`config.mk`:
```
export PLATFORM = sky130hd
export DESIGN_NAME = ptc_top
export DESIGN_NICKNAME = d
export VERILOG_FILES = /design/src/ptc_pkg.sv /design/src/ptc_top.sv
export VERILOG_INCLUDE_DIRS = /design/src
export SDC_FILE = /design/constraint.sdc
export NUM_CORES = 1
export LEC_CHECK = 0
export ABC_AREA = 0
export BUFFER_PORTS_ARGS = -buffer_cell sky130_fd_sc_hd__buf_2
export CAP_MARGIN = 20
export CORE_MARGIN = 10
export CORE_UTILIZATION = 35
export CTS_CLUSTER_SIZE = 24
export DETAILED_ROUTE_END_ITERATION = 12
export GPL_ROUTABILITY_DRIVEN = 1
export HOLD_SLACK_MARGIN = 0.15
export SYNTH_ARGS = -nofsm -noshare
export SYNTH_HDL_FRONTEND = slang
export SYNTH_SLANG_ARGS = --single-unit
export TNS_END_PERCENT = 30
```
`constraint.sdc`:
```
create_clock -name core_clk_i -period 17.3 [get_ports core_clk_i]
set_input_delay 1.73 -clock core_clk_i [delete_from_list [all_inputs] [get_ports core_clk_i]]
set_output_delay 1.73 -clock core_clk_i [all_outputs]
set_load 0.02 [all_outputs]
```
`src/ptc_map.svh`:
```
// Notes on behaviour
// - Show eight digits, blank leading zeros, two decimals when showing time.
// - Overflow lamp sets when counter passes eight decades, stays until reset.
// - Select button steps active preset digit, only while preset is displayed.
// - Advance button adds one to active digit; mantissa 0-9, exponent 0-6.
// - Advance button ignored unless the preset value is displayed.
// - Display button toggles counter or preset view, one lamp each.
// - Time-base button cycles 0.01 s, 0.01 min and external events.
// - Stop halts counter and preset register alike.
// - Reset clears counter to zero and the overflow lamp.
// - Reset clears preset register counts, keeps the preset digits.
// - A reset is generated at power-up; the code takes reset from the reset_n_i input.
// - Count enables counting while gate not low and preset not reached.
// - Gate lamp on only when counting, gate high, preset not reached.
// - Remote lock lights remote lamp and disables all panel buttons.
// - Without recycle, stop at interval end and hold counts until reset.
// - With recycle jumper, dwell 1 or 10 s, then reset and run again.
// - Dwell and recycle disabled under print-loop or computer control.
// - Source jumper picks events always, or ticks unless external base.
// - Auto restart latches counter to buffer, clears counters, runs on.
// - Single interval mode stops at preset and waits for commands.
// - One pulse of about 20 us on each counter overflow.
// - Interval output high while counting, low otherwise.
// - Stop when preset register reaches mantissa times ten to exponent.
// - Zero mantissa disables the preset stop.
// - Power-up clears counters, shows counts, zero digits, 0.01 s base.
`ifndef PTC_MAP_SVH
`define PTC_MAP_SVH
// ----------------------------------------
// Register offsets
// ----------------------------------------
`define PTC_A_CTRL 8'h00
`define PTC_A_MODE 8'h04
`define PTC_A_PRESET 8'h08
`define PTC_A_STATUS 8'h0C
`define PTC_A_COUNT 8'h10
`define PTC_A_BUFFER 8'h14
// ----------------------------------------
// Field positions
// ----------------------------------------
`define PTC_C_COUNT 0
`define PTC_C_STOP 1
`define PTC_C_RESET 2
`define PTC_C_DISP 3
`define PTC_C_TB 4
`define PTC_M_LOCK 0
`define PTC_M_IFACE 1
`define PTC_M_RESTART 2
`define PTC_P_M 0
`define PTC_P_N 4
`define PTC_P_P 8
// ----------------------------------------
// Reset values and limits
// ----------------------------------------
`define PTC_RST_DIGIT 4'h0
`define PTC_MN_MAX 4'h9
`define PTC_P_MAX 4'h6
// ----------------------------------------
// Timing
// ----------------------------------------
`define PTC_CLK_HZ 25000000
`define PTC_TB_SEC_MS 10
`define PTC_TB_MIN_MS 600
`define PTC_DWELL_SHORT_S 1
`define PTC_DWELL_LONG_S 10
`define PTC_OVF_US 20
`define PTC_TB_SEC_CYC (`PTC_CLK_HZ / 1000 * `PTC_TB_SEC_MS)
`define PTC_TB_MIN_CYC (`PTC_CLK_HZ / 1000 * `PTC_TB_MIN_MS)
`define PTC_DWELL_SHORT_CYC (`PTC_CLK_HZ * `PTC_DWELL_SHORT_S)
`define PTC_DWELL_LONG_CYC (`PTC_CLK_HZ * `PTC_DWELL_LONG_S)
`define PTC_OVF_CYC (`PTC_CLK_HZ / 1000000 * `PTC_OVF_US)
`endif

```
`src/ptc_pkg.sv`:
```
package ptc_pkg;
    typedef enum logic [1:0] {
        PTC_DISP_COUNT = 2'b01,
        PTC_DISP_PRESET = 2'b10
    } ptc_disp_e;
    typedef enum logic [2:0] {
        PTC_TB_SEC = 3'b001,
        PTC_TB_MIN = 3'b010,
        PTC_TB_EXT = 3'b100
    } ptc_tb_e;
    typedef enum logic [2:0] {
        PTC_SEL_M = 3'b001,
        PTC_SEL_N = 3'b010,
        PTC_SEL_P = 3'b100
    } ptc_sel_e;
    typedef struct packed {
        logic display;
        logic select;
        logic advance;
        logic timebase;
        logic count;
        logic stop;
        logic reset;
    } ptc_buttons_s;
    typedef struct packed {
        logic overflow_lamp;
        logic remote_lamp;
        logic gate_lamp;
        logic [1:0] disp;
        logic [2:0] tb;
        logic [2:0] sel;
    } ptc_lamps_s;
    typedef struct packed {
        logic [31:0] digits;
        logic [7:0] blank;
        logic point;
    } ptc_display_s;
endpackage

```
`src/ptc_top.sv`:
```
`timescale 1ns/10ps
`include "ptc_map.svh"
module ptc_top #(
    parameter logic [27:0] TB_SEC_CYC = 28'(`PTC_TB_SEC_CYC),
    parameter logic [27:0] TB_MIN_CYC = 28'(`PTC_TB_MIN_CYC),
    parameter logic [27:0] DWELL_SHORT_CYC = 28'(`PTC_DWELL_SHORT_CYC),
    parameter logic [27:0] DWELL_LONG_CYC = 28'(`PTC_DWELL_LONG_CYC)
) (
    input wire logic core_clk_i,
    input wire logic reset_n_i,
    input wire ptc_pkg::ptc_buttons_s buttons_i,
    input wire logic gate_i,
    input wire logic pos_event_i,
    input wire logic negative_event_input_i,
    input wire logic recycle_jumper_i,
    input wire logic dwell_length_jumper_i,
    input wire logic count_source_jumper_i,
    input wire logic print_loop_ctrl_i,
    input wire logic [7:0] addr_i,
    input wire logic [31:0] wdata_i,
    input wire logic wr_i,
    input wire logic rd_i,
    output logic [31:0] rdata_o,
    output ptc_pkg::ptc_lamps_s lamps_o,
    output ptc_pkg::ptc_display_s display_o,
    output logic gate_level_out_o,
    output logic overflow_pulse_out_o
);
    // ----------------------------------------
    // Pin synchronisers
    // ----------------------------------------
    logic [13:0] pin_raw;
    logic [13:0] s1_q;
    logic [13:0] s2_q;
    logic [13:0] s3_q;
    assign pin_raw = {buttons_i, gate_i, pos_event_i, negative_event_input_i,
                      recycle_jumper_i, dwell_length_jumper_i,
                      count_source_jumper_i, print_loop_ctrl_i};
    always_ff @(posedge core_clk_i) begin
        if (!reset_n_i) begin
            s1_q <= 14'h0000;
            s2_q <= 14'h0000;
            s3_q <= 14'h0000;
        end else begin
            s1_q <= pin_raw;
            s2_q <= s1_q;
            s3_q <= s2_q;
        end
    end
    wire [13:0] rise = s2_q & ~s3_q;
    wire gate_s = s2_q[6];
    wire rec_j = s2_q[3];
    wire dwl_j = s2_q[2];
    wire src_j = s2_q[1];
    wire ploop = s2_q[0];
    wire ev = rise[5] | rise[4];
    // ----------------------------------------
    // Register bus decode
    // ----------------------------------------
    logic [2:0] mode_q;
    wire wr_ctrl = wr_i & (addr_i == `PTC_A_CTRL);
    wire wr_mode = wr_i & (addr_i == `PTC_A_MODE);
    wire wr_pre = wr_i & (addr_i == `PTC_A_PRESET);
    wire rd_buf = rd_i & (addr_i == `PTC_A_BUFFER);
    wire h_count = wr_ctrl & wdata_i[`PTC_C_COUNT];
    wire h_stop = wr_ctrl & wdata_i[`PTC_C_STOP];
    wire h_reset = wr_ctrl & wdata_i[`PTC_C_RESET];
    wire h_disp = wr_ctrl & wdata_i[`PTC_C_DISP];
    wire h_tb = wr_ctrl & wdata_i[`PTC_C_TB];
    wire lock = mode_q[`PTC_M_LOCK];
    wire iface = mode_q[`PTC_M_IFACE];
    wire restart = mode_q[`PTC_M_RESTART];
    wire [3:0] w_m = wdata_i[`PTC_P_M +: 4];
    wire [3:0] w_n = wdata_i[`PTC_P_N +: 4];
    wire [3:0] w_p = wdata_i[`PTC_P_P +: 4];
    // ----------------------------------------
    // Panel buttons
    // ----------------------------------------
    wire pe = ~lock;
    wire b_disp = rise[13] & pe;
    wire b_sel = rise[12] & pe;
    wire b_adv = rise[11] & pe;
    wire b_tb = rise[10] & pe;
    wire b_count = rise[9] & pe;
    wire b_stop = rise[8] & pe;
    wire b_reset = rise[7] & pe;
    // ----------------------------------------
    // Display, time base and digit select
    // ----------------------------------------
    ptc_pkg::ptc_disp_e disp_q;
    ptc_pkg::ptc_disp_e disp_d;
    ptc_pkg::ptc_tb_e tb_q;
    ptc_pkg::ptc_tb_e tb_d;
    ptc_pkg::ptc_sel_e sel_q;
    ptc_pkg::ptc_sel_e sel_d;
    wire show_pre = (disp_q == ptc_pkg::PTC_DISP_PRESET);
    wire do_disp = b_disp | h_disp;
    wire do_tb = b_tb | h_tb;
    wire do_sel = b_sel & show_pre;
    wire do_adv = b_adv & show_pre;
    always_comb begin
        disp_d = disp_q;
        if (do_disp) begin
            case (disp_q)
                ptc_pkg::PTC_DISP_COUNT: disp_d = ptc_pkg::PTC_DISP_PRESET;
                ptc_pkg::PTC_DISP_PRESET: disp_d = ptc_pkg::PTC_DISP_COUNT;
                default: disp_d = ptc_pkg::PTC_DISP_COUNT;
            endcase
        end
    end
    always_comb begin
        tb_d = tb_q;
        if (do_tb) begin
            case (tb_q)
                ptc_pkg::PTC_TB_SEC: tb_d = ptc_pkg::PTC_TB_MIN;
                ptc_pkg::PTC_TB_MIN: tb_d = ptc_pkg::PTC_TB_EXT;
                ptc_pkg::PTC_TB_EXT: tb_d = ptc_pkg::PTC_TB_SEC;
                default: tb_d = ptc_pkg::PTC_TB_SEC;
            endcase
        end
    end
    always_comb begin
        sel_d = sel_q;
        if (do_sel) begin
            case (sel_q)
                ptc_pkg::PTC_SEL_M: sel_d = ptc_pkg::PTC_SEL_N;
                ptc_pkg::PTC_SEL_N: sel_d = ptc_pkg::PTC_SEL_P;
                ptc_pkg::PTC_SEL_P: sel_d = ptc_pkg::PTC_SEL_M;
                default: sel_d = ptc_pkg::PTC_SEL_M;
            endcase
        end
    end
    always_ff @(posedge core_clk_i) begin
        if (!reset_n_i) begin
            disp_q <= ptc_pkg::PTC_DISP_COUNT;
            tb_q <= ptc_pkg::PTC_TB_SEC;
            sel_q <= ptc_pkg::PTC_SEL_M;
        end else begin
            disp_q <= disp_d;
            tb_q <= tb_d;
            sel_q <= sel_d;
        end
    end
    // ----------------------------------------
    // Preset digits
    // ----------------------------------------
    logic [3:0] m_q;
    logic [3:0] n_q;
    logic [3:0] p_q;
    wire adv_m = do_adv & (sel_q == ptc_pkg::PTC_SEL_M);
    wire adv_n = do_adv & (sel_q == ptc_pkg::PTC_SEL_N);
    wire adv_p = do_adv & (sel_q == ptc_pkg::PTC_SEL_P);
    wire [3:0] m_inc = (m_q >= `PTC_MN_MAX) ? 4'h0 : m_q + 4'h1;
    wire [3:0] n_inc = (n_q >= `PTC_MN_MAX) ? 4'h0 : n_q + 4'h1;
    wire [3:0] p_inc = (p_q >= `PTC_P_MAX) ? 4'h0 : p_q + 4'h1;
    always_ff @(posedge core_clk_i) begin
        if (!reset_n_i) begin
            m_q <= `PTC_RST_DIGIT;
            n_q <= `PTC_RST_DIGIT;
            p_q <= `PTC_RST_DIGIT;
        end else if (wr_pre) begin
            if (w_m <= `PTC_MN_MAX) m_q <= w_m;
            if (w_n <= `PTC_MN_MAX) n_q <= w_n;
            if (w_p <= `PTC_P_MAX) p_q <= w_p;
        end else begin
            if (adv_m) m_q <= m_inc;
            if (adv_n) n_q <= n_inc;
            if (adv_p) p_q <= p_inc;
        end
    end
    // ----------------------------------------
    // Preset target
    // ----------------------------------------
    function automatic logic [19:0] pow10(input logic [3:0] e);
        case (e)
            4'h0: pow10 = 20'h00001;
            4'h1: pow10 = 20'h0000A;
            4'h2: pow10 = 20'h00064;
            4'h3: pow10 = 20'h003E8;
            4'h4: pow10 = 20'h02710;
            4'h5: pow10 = 20'h186A0;
            4'h6: pow10 = 20'hF4240;
            default: pow10 = 20'h00001;
        endcase
    endfunction
    wire [6:0] mn = 7'(m_q * 4'hA) + 7'(n_q);
    wire [26:0] target = 27'(mn * pow10(p_q));
    logic [26:0] pre_q;
    wire reached = (mn != 7'h00) & (pre_q >= target);
    // ----------------------------------------
    // Run control and gate
    // ----------------------------------------
    logic run_q;
    logic reached_q;
    logic gate_q;
    wire host_ctrl = iface | ploop;
    wire auto_rs = iface & restart;
    wire hit = reached & ~reached_q;
    wire single_stop = hit & iface & ~restart;
    wire active = run_q & gate_s & ~reached;
    always_ff @(posedge core_clk_i) begin
        if (!reset_n_i) begin
            run_q <= 1'b0;
            reached_q <= 1'b0;
            gate_q <= 1'b0;
        end else begin
            if (b_stop | h_stop | single_stop) begin
                run_q <= 1'b0;
            end else if (b_count | h_count) begin
                run_q <= 1'b1;
            end
            reached_q <= reached;
            gate_q <= active;
        end
    end
    // ----------------------------------------
    // Dwell and recycle
    // ----------------------------------------
    logic dwell_q;
    logic [27:0] dwc_q;
    wire dwell_on = rec_j & ~host_ctrl;
    wire [27:0] dlim = dwl_j ? DWELL_LONG_CYC : DWELL_SHORT_CYC;
    wire dwell_end = dwell_q & dwell_on & (dwc_q >= dlim - 28'h1);
    always_ff @(posedge core_clk_i) begin
        if (!reset_n_i) begin
            dwell_q <= 1'b0;
            dwc_q <= 28'h0000000;
        end else if (!dwell_on | dwell_end) begin
            dwell_q <= 1'b0;
            dwc_q <= 28'h0000000;
        end else if (hit) begin
            dwell_q <= 1'b1;
            dwc_q <= 28'h0000000;
        end else if (dwell_q) begin
            dwc_q <= dwc_q + 28'h1;
        end
    end
    // ----------------------------------------
    // Clear sources
    // ----------------------------------------
    wire restart_hit = hit & auto_rs;
    wire full_clr = b_reset | h_reset | dwell_end;
    wire cnt_clr = full_clr | restart_hit;
    // ----------------------------------------
    // Time base prescaler
    // ----------------------------------------
    logic [27:0] psc_q;
    wire tb_ext = (tb_q == ptc_pkg::PTC_TB_EXT);
    wire [27:0] plim = (tb_q == ptc_pkg::PTC_TB_MIN) ? TB_MIN_CYC : TB_SEC_CYC;
    wire tick = active & (psc_q >= plim - 28'h1);
    always_ff @(posedge core_clk_i) begin
        if (!reset_n_i) begin
            psc_q <= 28'h0000000;
        end else if (cnt_clr | tick) begin
            psc_q <= 28'h0000000;
        end else if (active) begin
            psc_q <= psc_q + 28'h1;
        end
    end
    // ----------------------------------------
    // Preset register count
    // ----------------------------------------
    wire pre_inc = active & (tb_ext ? ev : tick);
    always_ff @(posedge core_clk_i) begin
        if (!reset_n_i) begin
            pre_q <= 27'h0000000;
        end else if (cnt_clr) begin
            pre_q <= 27'h0000000;
        end else if (pre_inc) begin
            pre_q <= pre_q + 27'h1;
        end
    end
    // ----------------------------------------
    // Eight decade counter
    // ----------------------------------------
    logic [31:0] cnt_q;
    logic [31:0] cnt_nx;
    logic [8:0] cy;
    wire cnt_ev = (src_j | tb_ext) ? ev : tick;
    assign cy[0] = active & cnt_ev;
    genvar gi;
    generate
        for (gi = 0; gi < 8; gi++) begin : g_dec
            wire [3:0] dg = cnt_q[4*gi +: 4];
            wire nine = (dg == 4'h9);
            assign cy[gi+1] = cy[gi] & nine;
            assign cnt_nx[4*gi +: 4] = !cy[gi] ? dg : (nine ? 4'h0 : dg + 4'h1);
        end
    endgenerate
    wire ovf_ev = cy[8];
    always_ff @(posedge core_clk_i) begin
        if (!reset_n_i) begin
            cnt_q <= 32'h00000000;
        end else if (cnt_clr) begin
            cnt_q <= 32'h00000000;
        end else begin
            cnt_q <= cnt_nx;
        end
    end
    // ----------------------------------------
    // Overflow lamp and pulse
    // ----------------------------------------
    logic ovf_q;
    logic [8:0] opc_q;
    logic opl_q;
    always_ff @(posedge core_clk_i) begin
        if (!reset_n_i) begin
            ovf_q <= 1'b0;
            opc_q <= 9'h000;
            opl_q <= 1'b0;
        end else begin
            ovf_q <= ovf_ev | (ovf_q & ~full_clr);
            if (ovf_ev) begin
                opc_q <= 9'(`PTC_OVF_CYC);
            end else if (opc_q != 9'h000) begin
                opc_q <= opc_q - 9'h001;
            end
            opl_q <= ovf_ev | (opc_q > 9'h001);
        end
    end
    // ----------------------------------------
    // Restart buffer
    // ----------------------------------------
    logic [31:0] buf_q;
    logic bval_q;
    always_ff @(posedge core_clk_i) begin
        if (!reset_n_i) begin
            buf_q <= 32'h00000000;
            bval_q <= 1'b0;
        end else begin
            if (restart_hit) begin
                buf_q <= cnt_q;
            end
            bval_q <= restart_hit | (bval_q & ~rd_buf);
        end
    end
    // ----------------------------------------
    // Mode register
    // ----------------------------------------
    always_ff @(posedge core_clk_i) begin
        if (!reset_n_i) begin
            mode_q <= 3'h0;
        end else if (wr_mode) begin
            mode_q <= wdata_i[2:0];
        end
    end
    // ----------------------------------------
    // Display formatting
    // ----------------------------------------
    wire time_view = ~show_pre & ~src_j & ~tb_ext;
    wire [31:0] dval = show_pre ? {20'h00000, m_q, n_q, p_q} : cnt_q;
    logic [8:0] lead;
    logic [7:0] blank;
    assign lead[8] = 1'b1;
    generate
        for (gi = 0; gi < 8; gi++) begin : g_blank
            wire keep = (gi == 0) | (time_view & (gi < 3));
            assign lead[gi] = lead[gi+1] & (dval[4*gi +: 4] == 4'h0);
            assign blank[gi] = lead[gi] & ~keep;
        end
    endgenerate
    ptc_pkg::ptc_display_s disp_out_q;
    always_ff @(posedge core_clk_i) begin
        if (!reset_n_i) begin
            disp_out_q <= '0;
        end else begin
            disp_out_q.digits <= dval;
            disp_out_q.blank <= blank;
            disp_out_q.point <= time_view;
        end
    end
    // ----------------------------------------
    // Read data
    // ----------------------------------------
    wire [31:0] st = {24'h000000, bval_q, tb_q, show_pre, reached, gate_q, ovf_q};
    wire [31:0] pre_rd = {20'h00000, p_q, n_q, m_q};
    logic [31:0] rmux;
    logic [31:0] rd_q;
    always_comb begin
        case (addr_i)
            `PTC_A_MODE: rmux = {29'h00000000, mode_q};
            `PTC_A_PRESET: rmux = pre_rd;
            `PTC_A_STATUS: rmux = st;
            `PTC_A_COUNT: rmux = cnt_q;
            `PTC_A_BUFFER: rmux = buf_q;
            default: rmux = 32'h00000000;
        endcase
    end
    always_ff @(posedge core_clk_i) begin
        if (!reset_n_i) begin
            rd_q <= 32'h00000000;
        end else begin
            rd_q <= rd_i ? rmux : 32'h00000000;
        end
    end
    // ----------------------------------------
    // Outputs
    // ----------------------------------------
    assign rdata_o = rd_q;
    assign display_o = disp_out_q;
    assign gate_level_out_o = gate_q;
    assign overflow_pulse_out_o = opl_q;
    assign lamps_o.overflow_lamp = ovf_q;
    assign lamps_o.remote_lamp = lock;
    assign lamps_o.gate_lamp = gate_q;
    assign lamps_o.disp = disp_q;
    assign lamps_o.tb = tb_q;
    assign lamps_o.sel = sel_q;
endmodule

```
Word level (Yosys, flattened, before mapping)
Cells that the tools add are included.
{"block": "totals", "regBits": 301}
{"block": "op_classes", "bitwise_logic": 85, "eq_ne": 30, "n_reduce_logical": 25, "muxes": 32, "n_addsub": 18, "mul": 2, "order_cmp": 10}
{"op": "$pmux 32 s5", "count": 1}
{"op": "$pmux 20 s6", "count": 1}
{"op": "$mux 4", "count": 20}
{"op": "$add 28x1->28 const B", "count": 2}
{"op": "$ge 28x28->1", "count": 2}
{"op": "$and 1x1->1", "count": 55}
{"op": "$add 4x1->4 const B", "count": 11}
{"op": "$eq 4x4->1 const B", "count": 8}
{"op": "$mux 32", "count": 1}
{"op": "$logic_not 4->1", "count": 7}
{"op": "$mux 28", "count": 1}
{"op": "$sub 28x1->28 const B", "count": 1}
{"op": "$add 27x1->27 const B", "count": 1}
{"op": "$ge 27x27->1", "count": 1}
{"op": "$mul 7x20->27", "count": 1}
{"op": "$sub 24x1->25 const B", "count": 1}
{"op": "$mux 24", "count": 1}
{"op": "$mux 9", "count": 2}
{"op": "$eq 8x4->1 const B", "count": 2}
{"op": "$eq 8x5->1 const B", "count": 2}
{"op": "$or 1x1->1", "count": 16}
{"op": "$and 14x14->14", "count": 1}
{"op": "$not 14->14", "count": 1}
{"op": "$eq 4x3->1 const B", "count": 3}
{"op": "other kinds (29)", "count": 60}

Depth between registers and ports, before layout
Gate-level depths: netlist of the first run.
{"block": "depth", "depth_word": 19, "depth_mapped": 37}

Worst setup path after synthesis of the first run
No wires, ideal clock.
{"block": "synth_path", "path_type": "register to register", "start": "reg m_q[1]", "end": "reg psc_q[0]", "path_buffers": 3, "path_stages_with_launch": 35, "path_slack_ps": 8498, "arrival_time_ps": 8684, "path_cell_list": "dfxtp_1 -> ha_1 -> ha_1 -> inv_1 -> fa_1 -> nor3b_1 -> xnor2_1 -> clkbuf_1 -> nor2_1 -> fa_1 -> inv_1 -> fa_1 -> inv_1 -> fa_1 -> fa_1 -> ha_1 -> a21o_1 -> a21o_1 -> a221o_1 -> a21oi_1 -> o21ai_0 -> a221o_1 -> and4_1 -> nor3_1 -> ha_1 -> a21o_1 -> a21o_1 -> a221oi_2 -> o21ai_2 -> a311oi_4 -> buf_6 -> o21ai_0 -> o21ai_2 -> buf_2 -> nor2_1"}
{"block": "synth_via", "elab_chain_cells": 10, "word_cells_on_any_way": 14, "classes_between": "1 x add/sub; 2 x mul; 1 x order compare; 8 x bitwise; 2 x reduce/logical"}
{"element": "start, declared", "line_no": "ptc_top.sv:147", "text": "logic [3:0] m_q;"}
{"element": "start signal, assigned", "line_no": "ptc_top.sv:158", "text": "m_q <= `PTC_RST_DIGIT;"}
{"element": "start signal, assigned", "line_no": "ptc_top.sv:162", "text": "if (w_m <= `PTC_MN_MAX) m_q <= w_m;"}
{"element": "start signal, assigned", "line_no": "ptc_top.sv:166", "text": "if (adv_m) m_q <= m_inc;"}
{"element": "$mul 4x3->6 *", "line_no": "ptc_top.sv:186", "text": "wire [6:0] mn = 7'(m_q * 4'hA) + 7'(n_q);"}
{"element": "$add 7x4->7 *", "line_no": "ptc_top.sv:186"}
{"element": "$mul 7x20->27", "line_no": "ptc_top.sv:187", "text": "wire [26:0] target = 27'(mn * pow10(p_q));"}
{"element": "$ge 27x27->1", "line_no": "ptc_top.sv:189", "text": "wire reached = (mn != 7'h00) & (pre_q >= target);"}
{"element": "$and 1x1->1 *", "line_no": "ptc_top.sv:189"}
{"element": "$and 1x1->1 or $not 1->1 (tied branches)", "line_no": "ptc_top.sv:198, ptc_top.sv:200"}
{"element": "$and 1x1->1 (on tied branches)", "line_no": "ptc_top.sv:241, ptc_top.sv:200"}
{"element": "$or 1x1->1 or $and 1x1->1 (tied branches)", "line_no": "ptc_top.sv:243, ptc_top.sv:250"}
{"element": "$or 1x1->1", "line_no": "ptc_top.sv:254", "text": "end else if (cnt_clr | tick) begin"}
{"element": "$reduce_or 2->1 (no line)"}
{"element": "end signal, assigned", "line_no": "ptc_top.sv:257", "text": "psc_q <= psc_q + 28'h1;"}
{"element": "end, declared", "line_no": "ptc_top.sv:247", "text": "logic [27:0] psc_q;"}
Mark *: on every way between the ends. The rest lies on a longest branch, timed or not.
A chain may end at the register's enable or synchronous reset.

Worst setup path after layout of the first run
{"block": "layout_path", "start": "reg m_q[0]", "end": "reg opl_q (netlist: overflow_pulse_out_o)"}
{"block": "layout_via", "elab_chain_cells": 19, "word_cells_on_any_way": 20, "classes_between": "1 x add/sub; 2 x mul; 1 x order compare; 1 x mux; 14 x bitwise; 1 x reduce/logical"}
{"element": "$mul 4x3->6 *", "line_no": "ptc_top.sv:186"}
{"element": "$add 7x4->7 *", "line_no": "ptc_top.sv:186"}
{"element": "$mul 7x20->27", "line_no": "ptc_top.sv:187"}
{"element": "$ge 27x27->1", "line_no": "ptc_top.sv:189"}
{"element": "$and 1x1->1 *", "line_no": "ptc_top.sv:189"}
{"element": "$not 1->1 *", "line_no": "ptc_top.sv:200", "text": "wire active = run_q & gate_s & ~reached;"}
{"element": "$and 1x1->1 *", "line_no": "ptc_top.sv:200"}
{"element": "$and 1x1->1", "line_no": "ptc_top.sv:250", "text": "wire tick = active & (psc_q >= plim - 28'h1);"}
{"element": "$mux 1", "line_no": "ptc_top.sv:279", "text": "wire cnt_ev = (src_j | tb_ext) ? ev : tick;"}
{"element": "$and 1x1->1 *", "line_no": "ptc_top.sv:280", "text": "assign cy[0] = active & cnt_ev;"}
{"element": "$and 1x1->1 * (8 in series)", "line_no": "ptc_top.sv:286", "text": "assign cy[gi+1] = cy[gi] & nine;"}
{"element": "$or 1x1->1 *", "line_no": "ptc_top.sv:318", "text": "opl_q <= ovf_ev | (opc_q > 9'h001);"}
{"element": "end signal, assigned", "line_no": "ptc_top.sv:318"}
{"element": "end, declared", "line_no": "ptc_top.sv:305", "text": "logic opl_q;"}
Marked as above.

==> results.md, run 1 <==
Critical path:
- STA puts the critical path data required time at 17800 ps.
- The maximum fanout along the worst path is 35.
- The highest cell delay on the worst timing path is 900 ps.
- The slowest stage cell on the critical path is nor4b_2.
- The critical path is of the reg -> reg type.
- Counting cells, the worst reg-to-reg path comes to 31.
- The worst setup path is captured at a flip-flop.
- The source of the critical timing path is m_q[0]$_SDFFE_PN0P_.
- The launch point of the worst reg-to-reg path is m_q[0]$_SDFFE_PN0P_.
- In this run the critical register-to-register path is captured at overflow_pulse_out_o$_SDFF_PN0_.
- The worst setup path endpoint is overflow_pulse_out_o$_SDFF_PN0_.
- The worst setup path is launched from a flip-flop.
- Across all register-to-register paths, the minimum setup slack is 7010 ps.
- The data arrival time of the worst path is 10790 ps.

Clocking:
- The number of buffers added by the clock tree synthesis step is 34.
- The total number of clock tree sinks is 295.
- The quantity of gates resized following cts is 0.
- The clock latency on the worst-skew pair is 560 ps.
- The tree is rooted in a clkbuf_16.
- The largest buffer count on any clock path is 3.
- The H-tree generated during clock tree synthesis spans 2 levels.
- After clock tree synthesis, the clock-pin slew on the worst setup and hold paths is 60 ps.
- Buffers added to address setup during post-CTS repair amount to 0.
- In this run, post-CTS hold repair placed 0 buffers.
- TritonCTS built the clock tree.

Finish:
- Relative to the synthesized area, the layout overhead comes to 13.4%.
- The net count of the finished layout is 2485.
- The filler-free cell count of the finished design is 2926.
- Cells with a size suffix above 1 make up 10.8% of the layout.

STA:
- Setup total negative slack on the finished layout was measured at 0 ps.
- The maximum clock rate is 97.2 MHz.
- The post-route clock period utilization is 59.5%.
- Setup repair after global routing left no endpoint under its margin.
- The slew at the pin closest to its max-slew limit is 1060 ps.
- Subtracting the final worst setup slack from the clock period gives 10290 ps.
- The number of max-slew violations in the final report is 0.
- The headroom to the max-slew limit is 28.2%.
- Setup violations remaining at the end of the flow were counted as 0.
- Between clock sinks in the finished design, the worst skew comes to 24.3 ps.
- The total count of hold-check failures in the final report is 0.

Floorplanning:
- The initial standard-cell utilization of the core is 35.4%.
- The die is 248 µm tall.
- The I/O pin count is 144.
- The total core area is 51300 µm².
- After floorplanning, the core was divided into 83 placement rows.
- The floorplan step defined a die boundary enclosing 61400 µm².
- Measured along the x axis, the die boundary spans 248 µm.

Logic synthesis:
- The synthesized area per cell is 8.44 µm².
- The xor-xnor portion of the synthesized cell area is 3.76%.
- The cell accounting for the most synthesized area is dfxtp_1.
- The commonest cells after synthesis are 295 x dfxtp_1, 234 x nand2_1, 211 x nor2_1.
- The post-synth design cell area is 18200 µm².
- Yosys mapped a number of flops with a built-in enable equal to 0.
- The most used flip-flop cell after synthesis is dfxtp_1.
- The largest family of logic cells by synthesized area is simple AND/OR/NAND/NOR gates.
- For this run, asynchronously set or reset flops after synthesis account for 0%.
- The dominant cell by count in the synthesized netlist is dfxtp_1.
- The number of nets in the synthesized netlist is 2417.
- Synthesis inferred 295 register bits.
- Summing the sequential cell areas from Yosys gives 32.5% of the chip area.
- The synthesized netlist devotes 15.8% of its cell area to compound gates.
- The synthesized netlist cell count is 2151.
- The area share of the largest cell type after synthesis is 32.5%.
- The simple-gate share of the synthesized area is 22.7%.
- In the synthesized netlist, mux cells make up 1.71% of the area.
- Synthesis instantiated 78 different standard cells from the library.
- By area the synthesized netlist is led by dfxtp_1 33%, ha_1 9.0%, fa_1 8.5%, nand2_1 4.8%, nor2_1 4.4%.
- Summing the areas of all fa, ha and maj instances in the mapped netlist gives 17.5% of the synthesized area.
- The count of warnings emitted by yosys is 0.

Pwr:
- Dividing total power by cell area gives a power density of 76.6 nW/µm².
- Net switching is 24.1% of the power.
- Of the total power, the clock network draws 49.3%.
- The standby leakage power is 0.00857 µW.
- In this run the power spent charging and discharging nets is 380 µW.
- The combinational share of power is 6.0%.
- The internal portion of the total power is 1200 µW.
- The highest ir drop seen on vdd is 0.0517 mV.
- The sequential power share is 44.7%.

Global routing:
- The wire length of the first global-routing pass is 80900 µm.
- The number of global-route vias before repair was 15226.
- Entering global routing, the biggest net connects 68 pins.
- Across every metal layer, demand over resource in global routing totals 16.1%.
- The final global-route overflow total is 0.
- The initial antenna violation count is 0.

Drt:
- For this block, the routed nets add up to 49800 µm of wire.
- The detailed router finished its first iteration with 909 violations.
- Dividing the detail-routed wire length by the instance count gives 17.0 µm.
- The number of detailed-route iterations in the first pass is 7.
- Dividing the detail-routed via count by the number of cells gives 5.26.
- The count of nets left with antenna violations once routing finished came out at 0.
- The overall via count from detail_route is 15386.
- In the routed design, unresolved DRC markers number 0.

Placed design:
- The placed wire-length estimate is 37100 µm.
- The number of input and output port buffers inserted is 122.
- At the end of routability-driven placement, the weighted congestion stood at 0.875.
- The count of placed standard cells including taps is 2859.

Outcome:
- The flow ran to the end, and the final reports show no timing, DRC or antenna violations.

Flow run:
- The tool flagged a number of max-cap violations equal to 0.

Worst hold path:
- The tightest min-delay check is of the reg -> reg type.
-- how the worst min path moves through the flow --
stage,startpoint,to,depth (start not counted)
6_report,s1_q[13]$_SDFF_PN0_,s2_q[13]$_SDFF_PN0_,1
5_1_grt,s1_q[5]$_SDFF_PN0_,s2_q[5]$_SDFF_PN0_,1
4_1_cts,s1_q[5]$_SDFF_PN0_,s2_q[5]$_SDFF_PN0_,1
3_5_place_dp,s1_q[5]$_SDFF_PN0_,s2_q[5]$_SDFF_PN0_,1
3_3_place_gp,s1_q[4]$_SDFF_PN0_,s2_q[4]$_SDFF_PN0_,1
2_1_floorplan,s1_q[0]$_SDFF_PN0_,s2_q[0]$_SDFF_PN0_,1
-- worst max-delay path, delay by kind of cell (launching register included) --
family          cells  cell delay (ps)
compound gates     13             3060
simple gates        7             2070
xor+xnor            1              430
fa+ha+maj           8             3420
buf+inv             2              650
flops               1              560
-- logic make-up (layout without fill, tap and decap cells) --
family / after synthesis / after routing
AOI/OAI and AO/OA: 432 / 432
xor gates and xnor gates: 78 / 78
adders and majority gates: 208 / 208
buffers and inverters: 280 / 373
DFF: 295 / 295
muxes: 31 / 31
other: 1 / 3
and+or+nand+nor: 826 / 826
-- per-layer routing --
layer	up-vias	GRT usage [%]	part of all wire [%]
met4	0	5.36	2.4
met3	70	2.96	5.7
met2	334	26.1	46
met1	7390	21.3	46
li1	7592	-	-
met5	-	0	0
-- power by group through the flow --
stage | registers (µW) | clock network (µW) | logic, µW
detailed placement | 719 | 0 | 94.8
global route | 706 | 822 | 108
global placement | 719 | 0 | 92.1
finish | 704 | 778 | 95.0
floorplan | 719 | 0 | 66.1
CTS | 704 | 796 | 95.1
-- state kept, by name, summed over array words and instances, names as in the netlist, 9 cells and up --
| register | count |
|---|---|
| psc_q | 28 |
| buf_q | 32 |
| dwc_q | 28 |
| display_o | 40 |
| cnt_q | 32 |
| rdata_o | 32 |
| s1_q | 14 |
| opc_q | 9 |
| s3_q | 9 |
| pre_q | 27 |
| s2_q | 14 |
-- cell type report --
| cell class | instances | area, µm² |
|---|---|---|
| clock inverters | 19 | 284 |
| repair buffers | 147 | 813 |
| inverters | 165 | 619 |
| diodes | 2 | 5.00 |
| fillers | 5170 | 30700 |
| clock buffers | 42 | 931 |
| multi-input cells | 1576 | 11200 |
| flip-flops and latches | 295 | 5910 |
| well taps | 680 | 851 |
-- cell usage in the layout (no fill, tap or decap), types with 9 or more instances in the layout --
cell type  netlist  final
a211oi_1        23     23
a21o_1          23     23
a21oi_1        154    154
a22oi_1         14     14
and2_1          51     51
and3_1          33     33
buf_2           13    122
buf_4            6     23
clkbuf_16        0     34
dfxtp_1        295    295
fa_1            77     77
ha_1           131    131
inv_1          163    163
mux2i_1         31     31
nand2_1        234    234
nand2b_1        28     28
nand3_1         44     44
nand3b_1        13     13
nand4_1         28     28
nor2_1         211    211
nor2b_1         20     18
nor3_1          34     34
nor3b_1         11      9
nor4_1          23     23
o2111ai_1       16     16
o211ai_1        29     29
o21a_1          17     17
o21ai_0         63     63
o31ai_1         19     19
or3_1           24     24
or4_1           38     38
xnor2_1         35     35
xor2_1          43     43
-- metrics by stage --
step | util (%) | cell area (µm²) | hold slack, ps | total power, µW | setup WS, ps
floorplan | - | 18200 | 412 | 785 | 8500
global placement | 37.7 | 19300 | 424 | 811 | 7070
detailed placement | 37.7 | 19300 | 419 | 814 | 6940
CTS | 40.0 | 20500 | 433 | 1600 | 6920
global route | 40.1 | 20600 | 457 | 1640 | 6330
finish | 40.1 | 20600 | 433 | 1580 | 7010
Power figures use the tool's default switching activity.
==> run 2: changes to the inputs <==
==> constraint.sdc (replaced) <==
create_clock -name core_clk_i -period 9.5 [get_ports core_clk_i]
set_input_delay 0.95 -clock core_clk_i [delete_from_list [all_inputs] [get_ports core_clk_i]]
set_output_delay 0.95 -clock core_clk_i [all_outputs]
set_load 0.02 [all_outputs]
==> run 2 against run 1 <==
- final area is 1.6% higher
- via count is 1.5% higher
- wire length is 3.0% higher
- clock power is 77% higher
- sequential share of layout area is 0.46 points lower
- critical path depth is 2 higher
- sequential cell count stayed put
- critical endpoint is now psc_q[22]$_SDFFE_PP0P_
==> results.md, run 2 (synthesized netlist as in run 1, its figures left out) <==
Drt:
- The number of detailed-route iterations in the first pass is 5 (-2).
- The post-detailed-route DRC marker count was 0 (unchanged).
- The overall via count from detail_route is 15611 (+1.5%).
- The via density per instance is 5.27 (+0.23%).
- The number of nets still failing antenna checks after routing is 0 (unchanged).
- The number of DRC violations after detailed-routing iteration 0 is 1079 (+19%).
- The routed length per instance is 17.3 µm (+1.7%).
- The detailed-route wire length is 51300 µm (+3.0%).

Pwr:
- The power density of the placed cells is 136 nW/µm² (+77%).
- The highest ir drop seen on vdd is 0.0966 mV (+87%).
- The standby leakage power came to 0.00878 µW (+2.4%).

Global routing:
- The wire length of the first global-routing pass is 83100 µm (+2.8%).
- The final global-route overflow total came to 0 (unchanged).
- The overall fraction of global-route tracks in use came to 16.5% (+0.38 points).
- The largest net degree at the start of global routing came to 68 (unchanged).
- The initial antenna violation count is 0 (unchanged).
- The number of global-route vias before repair is 15676 (+3.0%).

Floorplanning:
- The I/O pin count is 144 (unchanged).
- The horizontal die dimension is 248 µm (unchanged).
- The cell row count is 83 (unchanged).
- The area enclosed by the die boundary came to 61400 µm² (unchanged).
- The initial standard-cell utilization of the core is 35.4% (unchanged).
- The die extent in y came to 248 µm (unchanged).
- The total core area is 51300 µm² (unchanged).

STA:
- The headroom to the max-slew limit was 24.3% (-4.0 points).
- The number of max-slew violations in the final report is 0 (unchanged).
- The clock period minus final worst setup slack is 8960 ps (-1330 ps).
- Setup repair after global routing left no endpoint under its margin.
- The sum of negative setup slack is 0 ps (unchanged).
- The maximum clock rate is 112 MHz (+15%).
- The post-route clock period utilization is 94.4% (+35 points).
- The final-report setup violation count is 0 (unchanged).
- The post-route clock skew is 27.3 ps (+3.02 ps).
- The total count of hold-check failures in the final report is 0 (unchanged).
- The slew at the pin closest to its max-slew limit is 1140 ps (+73.2 ps).

Critical path:
- The maximum fanout along the worst path is 15 (-57%).
- The combined buffer and inverter count along the critical path is 5 (+3).
- The cell occurring most often along the worst timing path is fa_1.
- The kind of cell with the highest combined delay along the critical path is adder cells.
- The data arrival time of the worst path was 9440 ps (-1350 ps).
- The launch point of the worst reg-to-reg path is m_q[1]$_SDFFE_PN0P_.
- The slowest stage cell on the critical path is fa_1.
- The kind of start point of the critical path is a flip-flop.
- The critical path required time is 9980 ps (-7820 ps).
- The highest cell delay on the worst timing path is 550 ps (-350 ps).
- The type of destination of the critical path is a flip-flop.
- The slack of the worst reg-to-reg path is 540 ps (-6470 ps).
- The worst register-to-register path ends at psc_q[22]$_SDFFE_PP0P_.
- The logic depth of the worst register-to-register path is 33 (+6.5%).
- The classification of the worst setup path is reg -> reg.

Finish:
- The number of fill cells in the layout is 5117 (-1.0%).
- From synthesis to final layout, the design area changed by 15.2%.
- The fraction of final layout cells with drive strength greater than 1 is 12.5% (+1.7 points).
- The post-route cell area is 20900 µm² (+1.6%).
- The number of antenna diodes is 0 (-2).
- The net count of the finished layout is 2524 (+1.6%).
- The number of flip-flops in the largest register is 40 (unchanged).
- The library cells used most frequently in the layout, excluding fill and tap cells, are 295 x dfxtp_1, 233 x nand2_1, 211 x nor2_1, 163 x inv_1, 153 x a21oi_1.
- The most common library cell in the layout ignoring fill and taps is dfxtp_1.

Worst hold path:
- The number of instances on the worst hold path is 1 (unchanged).
- The worst hold path class is reg -> reg.
- The source of the worst hold timing path is s1_q[3]$_SDFF_PN0_.
- For hold timing, the worst endpoint is s2_q[3]$_SDFF_PN0_.

Clocking:
- The root buffer cell chosen for the clock tree is clkbuf_16.
- The total number of clock tree sinks came to 295 (unchanged).
- The number of levels the H-tree was split into was 2 (unchanged).
- The quantity of hold-fixing buffers added after cts is 0 (unchanged).
- The largest buffer count on any clock path came to 3 (unchanged).
- The clock latency on the worst-skew pair is 560 ps (about the same).
- TritonCTS built the clock tree.
- The clock-pin slew on the worst setup and hold paths was 60 ps (about the same).
- The number of buffers added by the clock tree synthesis step is 34 (unchanged).

Outcome:
- The run finished with clean final reports.

Flow run:
- The number of max-cap violations is 0 (unchanged).

Placed design:
- The number of input and output port buffers inserted was 122 (unchanged).
- The placed wire-length estimate is 38200 µm (+3.0%).
- The routability-driven placement congestion ratio was 0.870 (-0.56%).
- The placement-stage cell area is 19700 µm² (+1.7%).
==> run 2: changes by cell type in the layout (fill, tap and decap cells not counted), sizes merged <==
cell | before | now
clkbuf | 42 | 44
bufinv | 5 | 4
clkinv | 6 | 5
buf | 147 | 185
diode | 2 | 0
==> run 2: routing by layer <==
layer	share of wire [%]	GRT usage, %	vias up
li1	-	-	7659
met1	45	21.6	7504
met2	47	27.2	380
met4	2.1	4.45	0
met3	6.4	3.35	68
met5	0	0	-
==> run 2: worst max path at each step <==
stage / from / end / slack (ps) / cells past startpoint
finish: m_q[1]$_SDFFE_PN0P_ / psc_q[22]$_SDFFE_PP0P_ / 540 / 33
global route: m_q[0]$_SDFFE_PN0P_ / psc_q[22]$_SDFFE_PP0P_ / 20 / 36
CTS: m_q[1]$_SDFFE_PN0P_ / psc_q[22]$_SDFFE_PP0P_ / 170 / 33
detailed placement: m_q[1]$_SDFFE_PN0P_ / psc_q[22]$_SDFFE_PP0P_ / 280 / 33
global placement: m_q[1]$_SDFFE_PN0P_ / psc_q[22]$_SDFFE_PP0P_ / 370 / 33
floorplan: m_q[1]$_SDFFE_PN0P_ / psc_q[0]$_SDFFE_PP0P_ / 700 / 34
==> run 2: power breakdown <==
part	internal (µW)	switching [µW]
combinational	71.8	106
sequential	1260	18.7
clock	818	559
==> run 2: what timing repair did <==
| item | in CTS | in global routing |
|---|---|---|
| setup endpoints to repair | 0 | 107 |
| setup buffers | 0 | 5 |
| hold endpoints to repair | 0 | 0 |
| resized for setup | 0 | 6 |
==> run 2: worst register-to-register path: cells and delay by family (launching register included) <==
family	cells	cell delay [ps]
buffers and inverters	5	700
flip-flops	1	310
XOR/XNOR	1	90
adder cells (fa/ha/maj)	9	3720
AO/OA/AOI/OAI	13	2630
AND/OR/NAND/NOR	5	1440
==> run 2: cell type report <==
cell class	instances	area (µm²)	area share [%]
Inverter	165	619	2.96
Clock buffer	43	935	4.47
Timing Repair Buffer	186	1160	5.56
Multi-Input combinational cell	1576	11200	53.5
Tap cell	680	851	4.07
Sequential cell	295	5910	28.2
Clock inverter	17	245	1.17
==> run 2: metrics by stage <==
step / hold slack (ps) / setup WS (ps) / std cells / util [%] / power (µW)
2_1_floorplan: 412 / 698 / 2151 / - / 1430
3_3_place_gp: 420 / 366 / 2896 / 38.3 / 1480
3_5_place_dp: 419 / 276 / 2896 / 38.3 / 1490
4_1_cts: 433 / 175 / 2956 / 40.6 / 2870
5_1_grt: 439 / 19.2 / 2962 / 40.8 / 2950
6_report: 432 / 536 / 2962 / 40.8 / 2840
